[src/ppb_pkg.sv]
// package: register map, field positions, reset values and carriers of the parallel slave port buffers
package ppb_pkg;

  localparam int unsigned PPB_SLOTS = 4;

  // register base offsets (byte addresses); aliases sit at +0x4, +0x8, +0xC
  localparam logic [15:0] PPB_OFF_CONTROL    = 16'h7000;
  localparam logic [15:0] PPB_OFF_MODE       = 16'h7010;
  localparam logic [15:0] PPB_OFF_ADDRESS    = 16'h7020;
  localparam logic [15:0] PPB_OFF_DATA_OUT   = 16'h7030;
  localparam logic [15:0] PPB_OFF_DATA_IN    = 16'h7040;
  localparam logic [15:0] PPB_OFF_PIN_ENABLE = 16'h7050;
  localparam logic [15:0] PPB_OFF_STATUS     = 16'h7060;
  localparam logic [15:0] PPB_OFF_IRQ_STATUS = 16'h7070;
  localparam logic [15:0] PPB_OFF_IRQ_MASK   = 16'h7080;

  // status register fields
  localparam int unsigned PPB_BIT_IN_ALL_FULL   = 15;
  localparam int unsigned PPB_BIT_IN_OVERFLOW   = 14;
  localparam int unsigned PPB_LSB_IN_SLOT       = 8;
  localparam int unsigned PPB_BIT_OUT_ALL_EMPTY = 7;
  localparam int unsigned PPB_BIT_OUT_UNDERFLOW = 6;
  localparam int unsigned PPB_LSB_OUT_SLOT      = 0;
  localparam logic [15:0] PPB_STATUS_RESET      = 16'h008F;

  // control register
  localparam int unsigned PPB_BIT_CONTROL_ON = 15;

  // interrupt status and mask fields
  localparam int unsigned PPB_IRQ_W         = 4;
  localparam int unsigned PPB_IRQ_IN_BYTE   = 0;
  localparam int unsigned PPB_IRQ_OUT_TAKEN = 1;
  localparam int unsigned PPB_IRQ_OVERFLOW  = 2;
  localparam int unsigned PPB_IRQ_UNDERFLOW = 3;

  localparam logic [15:0] PPB_REG16_RESET = 16'h0000;
  localparam logic [31:0] PPB_WORD_ZERO   = 32'h0000_0000;

  typedef enum logic [1:0] {
    PPB_ALIAS_WRITE = 2'b00,
    PPB_ALIAS_CLEAR = 2'b01,
    PPB_ALIAS_SET   = 2'b10,
    PPB_ALIAS_INV   = 2'b11
  } ppb_alias_e;

  typedef enum logic [0:0] {
    PPB_ST_IDLE   = 1'b0,
    PPB_ST_ANSWER = 1'b1
  } ppb_apb_state_e;

  // one access of the external master on the parallel port
  typedef struct packed {
    logic       wr;
    logic       rd;
    logic [1:0] slot;
    logic [7:0] data;
  } ppb_ext_req_s;

  typedef struct packed {
    logic        psel;
    logic        penable;
    logic        pwrite;
    logic [15:0] paddr;
    logic [31:0] pwdata;
    logic [3:0]  pstrb;
  } ppb_apb_req_s;

  typedef struct packed {
    logic        pready;
    logic        pslverr;
    logic [31:0] prdata;
  } ppb_apb_rsp_s;

endpackage

[src/ppb_slot.sv]
// one byte buffer slot with its occupied flag
`timescale 1ns/1ps
module ppb_slot (
  input  wire logic       core_clk_i,
  input  wire logic       resetn_i,
  input  wire logic       load_i,
  input  wire logic [7:0] load_data_i,
  input  wire logic       take_i,
  output logic      [7:0] data_o,
  output logic            full_o
);
  logic [7:0] data_q;
  logic [7:0] data_d;
  logic       full_q;
  logic       full_d;

  // a load in the same cycle as a take wins, so no byte is lost
  always_comb begin
    data_d = data_q;
    full_d = full_q;
    if (take_i) begin
      full_d = 1'b0;
    end
    if (load_i) begin
      data_d = load_data_i;
      full_d = 1'b1;
    end
  end

  always_ff @(posedge core_clk_i or negedge resetn_i) begin
    if (!resetn_i) begin
      data_q <= 8'h00;
      full_q <= 1'b0;
    end else begin
      data_q <= data_d;
      full_q <= full_d;
    end
  end

  assign data_o = data_q;
  assign full_o = full_q;
endmodule

[src/ppb_top.sv]
// parallel slave port buffers: apb register file, four input and four output byte slots
// Operation
// - input all-full flag set only when every slot full
// - write to full input slot sets sticky overflow
// - per-slot input full flags, cleared by software read
// - output all-empty flag set only when all empty
// - read of empty output slot sets sticky underflow
// - per-slot output empty flags, cleared by software write
// - status register resets to 008F
// - clear, set, invert aliases at +4, +8, +C, except irq status: every alias clears bits written one
// - unimplemented bits ignore writes, read zero
`timescale 1ns/1ps
module ppb_top (
  input  wire logic                 core_clk_i,
  input  wire logic                 resetn_i,
  input  wire ppb_pkg::ppb_apb_req_s apb_req_i,
  output ppb_pkg::ppb_apb_rsp_s      apb_rsp_o,
  input  wire ppb_pkg::ppb_ext_req_s ext_req_i,
  output logic [7:0]                 ext_rdata_o,
  output logic                       irq_o
);
  import ppb_pkg::*;

  //////////////////////////////////////////////////////////////////////////////
  // helpers

  function automatic logic [31:0] ppb_alias(input logic [31:0] old, input logic [31:0] wdata,
                                            input ppb_alias_e kind);
    logic [31:0] res;
    res = wdata;
    case (kind)
      PPB_ALIAS_WRITE: res = wdata;
      PPB_ALIAS_CLEAR: res = old & ~wdata;
      PPB_ALIAS_SET:   res = old | wdata;
      PPB_ALIAS_INV:   res = old ^ wdata;
      default:         res = wdata;
    endcase
    return res;
  endfunction

  function automatic logic [31:0] ppb_lanes(input logic [31:0] old, input logic [31:0] upd,
                                            input logic [3:0] strb);
    logic [31:0] res;
    res = old;
    for (int i = 0; i < 4; i++) begin
      if (strb[i]) begin
        res[8*i +: 8] = upd[8*i +: 8];
      end
    end
    return res;
  endfunction

  //////////////////////////////////////////////////////////////////////////////
  // state

  ppb_apb_state_e state_q;
  ppb_apb_state_e state_d;
  ppb_apb_rsp_s   rsp_q;
  ppb_apb_rsp_s   rsp_d;
  logic [15:0]    control_q, control_d;
  logic [15:0]    mode_q, mode_d;
  logic [15:0]    address_q, address_d;
  logic [15:0]    pin_en_q, pin_en_d;
  logic           in_ovf_q, in_ovf_d;
  logic           out_unf_q, out_unf_d;
  logic [3:0]     irq_stat_q, irq_stat_d;
  logic [3:0]     irq_mask_q, irq_mask_d;
  logic           irq_q, irq_d;
  logic [7:0]     ext_rdata_q, ext_rdata_d;

  logic [3:0]  in_full;
  logic [3:0]  out_full;
  logic [3:0]  in_load;
  logic [3:0]  in_take;
  logic [3:0]  out_load;
  logic [3:0]  out_take;
  logic [31:0] in_word;
  logic [31:0] out_word;
  logic [31:0] out_new;
  logic [15:0] status_word;
  logic        in_all_full;
  logic        out_all_empty;

  //////////////////////////////////////////////////////////////////////////////
  // bus decode

  logic        access;
  logic        commit;
  logic        wr_commit;
  logic        rd_commit;
  logic [15:0] reg_base;
  ppb_alias_e  alias_kind;
  logic        mapped;

  assign access     = apb_req_i.psel & apb_req_i.penable;
  assign commit     = access & (state_q == PPB_ST_ANSWER);
  assign wr_commit  = commit & mapped & apb_req_i.pwrite;
  assign rd_commit  = commit & mapped & ~apb_req_i.pwrite;
  assign reg_base   = {apb_req_i.paddr[15:4], 4'h0};
  assign alias_kind = ppb_alias_e'(apb_req_i.paddr[3:2]);
  assign mapped     = (apb_req_i.paddr[1:0] == 2'b00) && (reg_base >= PPB_OFF_CONTROL)
                      && (reg_base <= PPB_OFF_IRQ_MASK);

  //////////////////////////////////////////////////////////////////////////////
  // byte slots

  logic ext_on;
  logic ext_wr;
  logic ext_rd;
  logic ovf_event;
  logic unf_event;

  assign ext_on    = control_q[PPB_BIT_CONTROL_ON];
  assign ext_wr    = ext_on & ext_req_i.wr;
  assign ext_rd    = ext_on & ext_req_i.rd;
  assign ovf_event = ext_wr & in_full[ext_req_i.slot];
  assign unf_event = ext_rd & ~out_full[ext_req_i.slot];
  assign out_new   = ppb_alias(out_word, apb_req_i.pwdata, alias_kind);

  for (genvar g = 0; g < PPB_SLOTS; g++) begin : g_slot
    // a write to a full input slot keeps the old byte
    assign in_load[g]  = ext_wr & (ext_req_i.slot == 2'(g)) & ~in_full[g];
    assign in_take[g]  = rd_commit & (reg_base == PPB_OFF_DATA_IN);
    assign out_load[g] = wr_commit & (reg_base == PPB_OFF_DATA_OUT) & apb_req_i.pstrb[g];
    assign out_take[g] = ext_rd & (ext_req_i.slot == 2'(g)) & out_full[g];

    ppb_slot u_in_slot (
      .core_clk_i  (core_clk_i),
      .resetn_i    (resetn_i),
      .load_i      (in_load[g]),
      .load_data_i (ext_req_i.data),
      .take_i      (in_take[g]),
      .data_o      (in_word[8*g +: 8]),
      .full_o      (in_full[g])
    );

    ppb_slot u_out_slot (
      .core_clk_i  (core_clk_i),
      .resetn_i    (resetn_i),
      .load_i      (out_load[g]),
      .load_data_i (out_new[8*g +: 8]),
      .take_i      (out_take[g]),
      .data_o      (out_word[8*g +: 8]),
      .full_o      (out_full[g])
    );
  end

  assign in_all_full   = &in_full;
  assign out_all_empty = ~|out_full;
  assign status_word = {in_all_full, in_ovf_q, 2'b00, in_full, out_all_empty, out_unf_q, 2'b00, ~out_full};

  //////////////////////////////////////////////////////////////////////////////
  // register next values

  logic [31:0] upd;
  logic [31:0] cur;

  always_comb begin
    control_d   = control_q;
    mode_d      = mode_q;
    address_d   = address_q;
    pin_en_d    = pin_en_q;
    irq_mask_d  = irq_mask_q;
    irq_stat_d  = irq_stat_q;
    in_ovf_d    = in_ovf_q;
    out_unf_d   = out_unf_q;
    cur         = PPB_WORD_ZERO;
    upd         = PPB_WORD_ZERO;
    case (reg_base)
      PPB_OFF_CONTROL:    cur = {16'h0000, control_q};
      PPB_OFF_MODE:       cur = {16'h0000, mode_q};
      PPB_OFF_ADDRESS:    cur = {16'h0000, address_q};
      PPB_OFF_PIN_ENABLE: cur = {16'h0000, pin_en_q};
      PPB_OFF_STATUS:     cur = {16'h0000, status_word};
      PPB_OFF_IRQ_MASK:   cur = {28'h0000000, irq_mask_q};
      default:            cur = PPB_WORD_ZERO;
    endcase
    upd = ppb_lanes(cur, ppb_alias(cur, apb_req_i.pwdata, alias_kind), apb_req_i.pstrb);
    if (wr_commit) begin
      case (reg_base)
        PPB_OFF_CONTROL:    control_d  = upd[15:0];
        PPB_OFF_MODE:       mode_d     = upd[15:0];
        PPB_OFF_ADDRESS:    address_d  = upd[15:0];
        PPB_OFF_PIN_ENABLE: pin_en_d   = upd[15:0];
        PPB_OFF_IRQ_MASK:   irq_mask_d = upd[3:0];
        // software may only drop the error flags, never raise them
        PPB_OFF_STATUS: begin
          in_ovf_d  = in_ovf_q & upd[PPB_BIT_IN_OVERFLOW];
          out_unf_d = out_unf_q & upd[PPB_BIT_OUT_UNDERFLOW];
        end
        // any alias of the interrupt status clears the bits written with one
        PPB_OFF_IRQ_STATUS: irq_stat_d = irq_stat_q & ~(apb_req_i.pwdata[3:0] & {4{apb_req_i.pstrb[0]}});
        default:            control_d  = control_q;
      endcase
    end
    // hardware set wins over a clear in the same cycle
    in_ovf_d  = in_ovf_d | ovf_event;
    out_unf_d = out_unf_d | unf_event;
    irq_stat_d[PPB_IRQ_IN_BYTE]   = irq_stat_d[PPB_IRQ_IN_BYTE] | (|in_load);
    irq_stat_d[PPB_IRQ_OUT_TAKEN] = irq_stat_d[PPB_IRQ_OUT_TAKEN] | (|out_take);
    irq_stat_d[PPB_IRQ_OVERFLOW]  = irq_stat_d[PPB_IRQ_OVERFLOW] | ovf_event;
    irq_stat_d[PPB_IRQ_UNDERFLOW] = irq_stat_d[PPB_IRQ_UNDERFLOW] | unf_event;
    irq_d = |(irq_stat_d & irq_mask_d);
  end

  always_comb begin
    ext_rdata_d = ext_rdata_q;
    if (ext_rd) begin
      ext_rdata_d = out_word[8*ext_req_i.slot +: 8];
    end
  end

  //////////////////////////////////////////////////////////////////////////////
  // apb answer: one wait state, read data captured in the first access cycle

  always_comb begin
    state_d = state_q;
    rsp_d   = '0;
    case (state_q)
      PPB_ST_IDLE: begin
        if (access) begin
          state_d       = PPB_ST_ANSWER;
          rsp_d.pready  = 1'b1;
          rsp_d.pslverr = ~mapped;
          if (mapped && !apb_req_i.pwrite) begin
            case (reg_base)
              PPB_OFF_DATA_OUT:   rsp_d.prdata = out_word;
              PPB_OFF_DATA_IN:    rsp_d.prdata = in_word;
              PPB_OFF_IRQ_STATUS: rsp_d.prdata = {28'h0000000, irq_stat_q};
              default:            rsp_d.prdata = cur;
            endcase
          end
        end
      end
      PPB_ST_ANSWER: state_d = PPB_ST_IDLE;
      default:       state_d = PPB_ST_IDLE;
    endcase
  end

  always_ff @(posedge core_clk_i or negedge resetn_i) begin
    if (!resetn_i) begin
      state_q     <= PPB_ST_IDLE;
      rsp_q       <= '0;
      control_q   <= PPB_REG16_RESET;
      mode_q      <= PPB_REG16_RESET;
      address_q   <= PPB_REG16_RESET;
      pin_en_q    <= PPB_REG16_RESET;
      in_ovf_q    <= 1'b0;
      out_unf_q   <= 1'b0;
      irq_stat_q  <= 4'h0;
      irq_mask_q  <= 4'h0;
      irq_q       <= 1'b0;
      ext_rdata_q <= 8'h00;
    end else begin
      state_q     <= state_d;
      rsp_q       <= rsp_d;
      control_q   <= control_d;
      mode_q      <= mode_d;
      address_q   <= address_d;
      pin_en_q    <= pin_en_d;
      in_ovf_q    <= in_ovf_d;
      out_unf_q   <= out_unf_d;
      irq_stat_q  <= irq_stat_d;
      irq_mask_q  <= irq_mask_d;
      irq_q       <= irq_d;
      ext_rdata_q <= ext_rdata_d;
    end
  end

  assign apb_rsp_o   = rsp_q;
  assign ext_rdata_o = ext_rdata_q;
  assign irq_o       = irq_q;

  //////////////////////////////////////////////////////////////////////////////
  // checks

  logic status_rd_setup;
  assign status_rd_setup = access & (state_q == PPB_ST_IDLE) & ~apb_req_i.pwrite
                           & (apb_req_i.paddr == PPB_OFF_STATUS);

  a_in_all_full: assert property (@(posedge core_clk_i) disable iff (!resetn_i)
    status_rd_setup |=> rsp_q.prdata[15] == (&$past(in_full)))
    else $error("input all-full flag wrong");

  a_ovf_set: assert property (@(posedge core_clk_i) disable iff (!resetn_i)
    ovf_event |=> in_ovf_q && irq_stat_q[2])
    else $error("overflow not flagged");

  a_in_slot_clear: assert property (@(posedge core_clk_i) disable iff (!resetn_i)
    (rd_commit && reg_base == PPB_OFF_DATA_IN) |=> (in_full & ~$past(in_load)) == 4'h0)
    else $error("input slot flag not cleared by read");

  a_out_all_empty: assert property (@(posedge core_clk_i) disable iff (!resetn_i)
    status_rd_setup |=> rsp_q.prdata[7] == ~|$past(out_full))
    else $error("output all-empty flag wrong");

  a_unf_sticky: assert property (@(posedge core_clk_i) disable iff (!resetn_i)
    unf_event ##1 !wr_commit [*3] |-> out_unf_q)
    else $error("underflow flag lost");

  a_out_slot_load: assert property (@(posedge core_clk_i) disable iff (!resetn_i)
    (wr_commit && reg_base == PPB_OFF_DATA_OUT && apb_req_i.pstrb[0]) |=> !status_word[0])
    else $error("output slot still empty after write");

  a_status_reset: assert property (@(posedge core_clk_i) disable iff (!resetn_i)
    $rose(resetn_i) |-> status_word == PPB_STATUS_RESET)
    else $error("status reset value wrong");

  a_mask_set_alias: assert property (@(posedge core_clk_i) disable iff (!resetn_i)
    (wr_commit && apb_req_i.paddr == (PPB_OFF_IRQ_MASK + 16'h0008) && apb_req_i.pstrb[0])
    |=> irq_mask_q == ($past(irq_mask_q) | $past(apb_req_i.pwdata[3:0])))
    else $error("set alias did not or into mask");

  a_upper_zero: assert property (@(posedge core_clk_i) disable iff (!resetn_i)
    status_rd_setup ##1 rsp_q.pready |-> rsp_q.prdata[31:16] == 16'h0000)
    else $error("unimplemented status bits read nonzero");

  a_w1_no_effect: assert property (@(posedge core_clk_i) disable iff (!resetn_i)
    (wr_commit && apb_req_i.paddr == PPB_OFF_STATUS && apb_req_i.pstrb[1]
     && apb_req_i.pwdata[14] && in_ovf_q) |=> in_ovf_q)
    else $error("writing one cleared overflow");

endmodule

[config.mk]
export PLATFORM = sky130hd
export DESIGN_NAME = ppb_top
export DESIGN_NICKNAME = d
export VERILOG_FILES = /design/src/ppb_pkg.sv /design/src/ppb_slot.sv /design/src/ppb_top.sv
export SDC_FILE = /design/constraint.sdc
export NUM_CORES = 1
export LEC_CHECK = 0
export BUFFER_PORTS_ARGS = -buffer_cell sky130_fd_sc_hd__buf_2
export CORE_ASPECT_RATIO = 1.75
export CORE_MARGIN = 1.5
export CORE_UTILIZATION = 65
export DETAILED_ROUTE_END_ITERATION = 6
export PLACE_DENSITY = 0.87
export SLEW_MARGIN = 20
export SYNTH_ARGS = -nofsm -noshare
export SYNTH_HDL_FRONTEND = slang
export SYNTH_SLANG_ARGS = --single-unit
[constraint.sdc]
create_clock -name core_clk_i -period 6.2 [get_ports core_clk_i]
set_clock_uncertainty 0.2 [all_clocks]
set_input_delay 1.24 -clock core_clk_i [delete_from_list [all_inputs] [get_ports core_clk_i]]
set_output_delay 1.24 -clock core_clk_i [all_outputs]
set_load 0.02 [all_outputs]
* After elaboration in Yosys (flattened, before gate mapping)
Cells that the tools add are included.
** Storage, ports and cells
- Register bits after elaboration :: 190
- Bits in latches :: 0
- RAM bits :: 0
- ROM bits :: 0
- Output and inout port bits :: 43
- Word-level logic and storage cells :: 169
- Memories :: 0
** Operators by class
- Add/subtract/negate cells :: 0
- Multipliers :: 0
- Div/mod/pow operators :: 0
- $lt $le $gt $ge :: 3
- Eq/ne operators :: 15
- Shift-type cells :: 1
- Multiplexer cells :: 36
- Bitwise gates (word level) :: 59
- Reductions and logical operators :: 25
** Operators with widths (number)
- 32-bit case mux with 4 select lines :: 1
- 12-bit by 11-bit equality test with 1-bit output, second input constant :: 9
- 16-bit case mux with 6 select lines :: 1
- 32-bit case mux with 3 select lines :: 1
- 34-bit 2-to-1 mux :: 2
- 16-bit case mux with 4 select lines :: 1
- 1-bit AND :: 33
- 32-bit AND :: 1
- 32-bit 2-to-1 mux :: 1
- 32-bit inverter :: 1
- 32-bit bitwise OR :: 1
- 32-bit by 6-bit variable part select with 8-bit output :: 1
- 32-bit bitwise XOR :: 1
- 1-bit 2-to-1 mux :: 20
- 16-bit AND :: 1
- 16-bit by 15-bit >= comparator with 1-bit output, second input constant :: 1
- 16-bit by 15-bit less-or-equal comparator with 1-bit output, second input constant :: 1
- 4-bit 2-to-1 mux :: 4
- 8-bit 2-to-1 mux :: 2
- 16-bit bitwise OR :: 1
- 2-bit nonzero test :: 8
- 4-bit OR reduction :: 4
- 16-bit bitwise XOR :: 1
- 4-bit AND :: 3
- 13 further kinds :: 39

* Depth between registers and ports, before layout
- Depth after elaboration :: 10
- Depth in mapped cells :: 14
- Mapped depth without buffers :: 12

* Modules after synthesis
Synthesis repeated with hierarchy kept, for this count alone.
** Unflattened totals
- Cells, all modules :: 1073
- Area, all modules :: 11800.1 µm²
** Modules (own cells, without submodules)
- ppb_top :: instances 1, cells an instance 913, area an instance 8847.2 µm², sequential area each 2927.8 µm²
- ppb_slot :: instances 8, cells an instance 20, area an instance 369.1 µm², sequential area each 225.2 µm²

* Least setup slack after synthesis
No wires, ideal clock.
- Path type :: input to register
- From :: input port apb_req_i[44] in the netlist's numbering
- To :: register address_q[7]
- Library setup time :: 0.125 ns
- Arrival :: 4.148 ns
- Setup slack :: 1.728 ns
- Stages on the path :: 10
- Cells stage by stage :: or4_1 -> buf_2 -> nor4_1 -> a222oi_1 -> nand2_1 -> inv_1 -> ha_1 -> mux4_2 -> mux2_2 -> mux2_2
** Between the ends
- Word-level cells in the longest chain between the ends :: 6
** Ends and longest elaborated chain
- start: declaration :: RTL line ppb_top.sv:16 : input wire ppb_pkg::ppb_apb_req_s apb_req_i,
- 16-bit by 15-bit >= comparator with 1-bit output :: RTL line ppb_top.sv:101 : assign mapped = (apb_req_i.paddr[1:0] == 2'b00) && (reg_base >= PPB_OFF_CONTROL)
- 1-bit logical AND :: RTL line ppb_top.sv:101
- 1-bit logical AND :: RTL line ppb_top.sv:102 : && (reg_base <= PPB_OFF_IRQ_MASK);
- 1-bit AND (2 in series) :: RTL line ppb_top.sv:97 : assign wr_commit = commit & mapped & apb_req_i.pwrite;
- 2-bit AND reduction (no line)
- end signal: assignment :: RTL line ppb_top.sv:259 : address_q <= address_d;
- end: declaration :: RTL line ppb_top.sv:62 : logic [15:0] address_q, address_d;
Parallel ways exist; a longest one is shown, timed or not.
A chain may end at the register's enable or synchronous reset.

* Worst setup path in the final report
- From :: input port apb_req_i[44] in the netlist's numbering
- To :: register control_q[13]
** Between the ends
- Word-level cells in the longest chain between the ends :: 6
** Ends and longest elaborated chain
- 16-bit by 15-bit >= comparator with 1-bit output :: RTL line ppb_top.sv:101
- 1-bit logical AND :: RTL line ppb_top.sv:101
- 1-bit logical AND :: RTL line ppb_top.sv:102
- 1-bit AND (2 in series) :: RTL line ppb_top.sv:97
- 2-bit AND reduction (no line)
- end signal: assignment :: RTL line ppb_top.sv:257 : control_q <= control_d;
- end: declaration :: RTL line ppb_top.sv:60 : logic [15:0] control_q, control_d;
Parallel ways exist; a longest one is shown, timed or not.

==> out/metrics.yaml <==
clk_pin_slew_worst_paths_ns: 0.07
cp_slowest_stage_delay_ns: 0.77
postRouteAntennaNets: 0
synth_nets: 1135
status: "complete, no violations"
clock-sinks: 189
syn_avg_cell_area_um2: 11.6
cp-start-kind: "input port"
grt_pass1_vias: 9510
io_buffer_count: 111
timing.hold.ws_ns: 0.285
rsz0062_at_grt: "no"
critPathRequiredTime_ns: 6.33
drv_cap: 0
leakage_uw: 0.00644
start_util: 0.664
postCtsSetupRepairBufs: 0
synth_area_um2: 11300
finalPower_uw: 2630
cp-end-kind: "flip-flop"
cpMaxStageDelayCell: "or4_1"
irDropWorstVdd_v: 0.000187
pin_count: 112
synth_cell_type_count: 61
crit_arrival_ns: 4.77
synth_seq_cells: 189
drive_above_1_share: 0.322
cp_num_buf_inv: 3
core_um2: 16900
synth-seq-area-share: 0.420
clk_path_buf_depth: 2
via_per_inst: 6.75
ctsRootBufferMaster: "clkbuf_16"
synth_edf_count: 0
final.min_clock_period_ns: 4.64
htreeDepth: 4
final_core_util: 0.744
wl_um: 32300
rows: 63
ys.flop_type: "dfrtp_1"
wl_per_cell_um: 24.8
rrSetupSlack_ns: 3.01
grt_usage: 0.380
path_delay_family: "simple AND/OR/NAND/NOR gates"
antenna_found_initial: 1
synth_warnings: 0
hpwl_um: 22300
p_per_area_nw_per_um2: 209
die_h_um: 177
setup_tns_ns: 0
grt_pass1_wl_um: 50800
crit_chain: "buf_2 -> or4_1 -> nor4b_2 -> buf_4 -> a22oi_1 -> nand2_1 -> inv_1 -> ha_1 -> mux4_2 -> nor2_1 -> a31oi_1 -> mux2_2"
cts_tree: "done"
netlist_instances: 971
fmax_mhz: 216
relSlewSlack: 0.323
setup_viol: 0
path_max_fanout: 10
hold_class: "reg2reg"
firstDrtPassIters: 6
hold_viol: 0
grt_max_degree: 90
cts_hold_buf: 0
timing.final.crit_share: 0.748
die_area_um2: 18200
worstSetupPathType: "in2reg"
worst_pin_slew_ns: 1.02
slew_viol_final: 0
ctsResizeCount: 0
async_reset_ff_frac: 1.00
cts_buffers: 17
drtIter0Drc: 776
clock_latency_ns: 0.45
area_delta_synth_final_pct: 12.0
drc: 0
nNetsFinal: 1224
place_congestion: 0.902
die_w_um: 102
overflow: 0
via_count: 8777
## cells by family after synthesis
kind of cell               Yosys count  share of synthesized area
DFF                                189                      0.420
muxes                              186                      0.238
and+or+nand+nor                    164                     0.0768
buffers and inverters              184                     0.0645
adders and majority gates           95                      0.106
AOI/OAI and AO/OA                  153                     0.0951
## layout by cell type, fill, tap and decap left out, types with 11 or more instances in the layout
| cell | n |
|---|---|
| buf_4 | 14 |
| o21ai_0 | 20 |
| clkbuf_16 | 17 |
| a21oi_1 | 33 |
| mux2_2 | 123 |
| inv_1 | 129 |
| mux4_2 | 53 |
| a22oi_1 | 27 |
| buf_2 | 110 |
| ha_1 | 95 |
| and3_1 | 11 |
| a22o_1 | 19 |
| nor2_1 | 42 |
| nand2_1 | 45 |
| dfrtp_1 | 189 |
## registers in the layout, summed over array words and instances, names as in the netlist
name / count
irq_mask_q: 4
in_ovf_q: 1
g_slot.u_out_slot.data_o: 32
out_unf_q: 1
g_slot.u_in_slot.full_o: 4
irq_o: 1
apb_rsp_o: 34
address_q: 16
irq_stat_q: 4
pin_en_q: 16
ext_rdata_o: 8
g_slot.u_in_slot.data_o: 32
control_q: 16
mode_q: 16
g_slot.u_out_slot.full_o: 4
## cells in the mapped netlist (3+ instances only)
master	number	area [um^2]
dfrtp_1	189	4730
inv_1	129	484
mux2_2	123	1390
ha_1	95	1190
mux4_2	53	1190
nand2_1	45	169
nor2_1	42	158
a21oi_1	33	165
clkbuf_1	33	124
a22oi_1	27	203
o21ai_0	20	100
a22o_1	19	166
buf_2	13	65.1
and3_1	11	68.8
mux2i_1	10	100
nand3_1	10	50.1
a221oi_1	7	61.3
and2_1	7	43.8
nand2b_1	7	43.8
nor3_1	6	30.0
buf_4	5	37.5
nor4_1	5	31.3
o211ai_1	5	37.5
o21a_1	5	37.5
a21o_1	4	30.0
a31oi_1	4	25.0
buf_1	4	15.0
nor2b_1	4	25.0
or3_1	4	25.0
a21boi_0	3	22.5
nand4_1	3	18.8
nor4_2	3	37.5
o221ai_1	3	26.3
o31ai_1	3	22.5
## worst reg2reg max path, cell delays in order, from the launching register on
cell and delay [ns]:
dfrtp_1 0.38, mux2i_1 0.14, or3_1 0.12, o211a_1 0.17
nor2_1 0.04, a21oi_1 0.34, ha_1 0.32, mux4_2 0.51
a22oi_1 0.20, o31ai_1 0.19, a32oi_1 0.28, nand4_1 0.16
## where the power goes
group / switching, uW / total [uW] / internal [uW] / leakage, uW
combinational: 139 / 228 / 88.8 / 0.00358
clock: 514 / 1170 / 656 / 0.000301
sequential: 0.379 / 1230 / 1230 / 0.00255
## path summary, 6_finish.rpt
check,end,from,cells after the start
max,control_q[13]$_DFFE_PN0P_,apb_req_i[44],12
min,ext_rdata_o[0]$_DFFE_PN0P_,ext_rdata_o[0]$_DFFE_PN0P_,2
max reg2reg,irq_o$_DFF_PN0_,mode_q[2]$_DFFE_PN0P_,11
min reg2reg,ext_rdata_o[0]$_DFFE_PN0P_,ext_rdata_o[0]$_DFFE_PN0P_,2
max in group asynchronous,g_slot[1].u_out_slot.data_o[7]$_DFFE_PN0P_,resetn_i,2
min in group asynchronous,g_slot[2].u_out_slot.data_o[2]$_DFFE_PN0P_,resetn_i,1
## metrics by stage
| stage | worst slack [ns] | cell area (um^2) | std cells |
|---|---|---|---|
| after global placement | 1.31 | 12000 | 1268 |
| after global routing | 1.42 | 12600 | 1300 |
| after floorplan | 1.73 | 11300 | 971 |
| final | 1.56 | 12600 | 1300 |
| after CTS | 1.63 | 12600 | 1299 |
| after detailed placement | 1.20 | 12000 | 1268 |
## cell type report
type,count,area [um^2]
multi-input cells,598,5830
flip-flops and latches,189,4730
fillers,1059,4340
repair buffers,125,669
inverters,129,484
clock buffers,19,443
well taps,227,284
clock inverters,12,169
diodes,1,2.50
## routing by layer
layer / global-route usage / wire length, um / up-vias
met5: 0 / 0 / -
met4: 0.309 / 2810 / 0
met3: 0.0656 / 2460 / 196
met2: 0.622 / 16300 / 566
met1: 0.426 / 10700 / 4383
li1: - / - / 3632
Note: power is estimated with default switching activity, not from simulation.
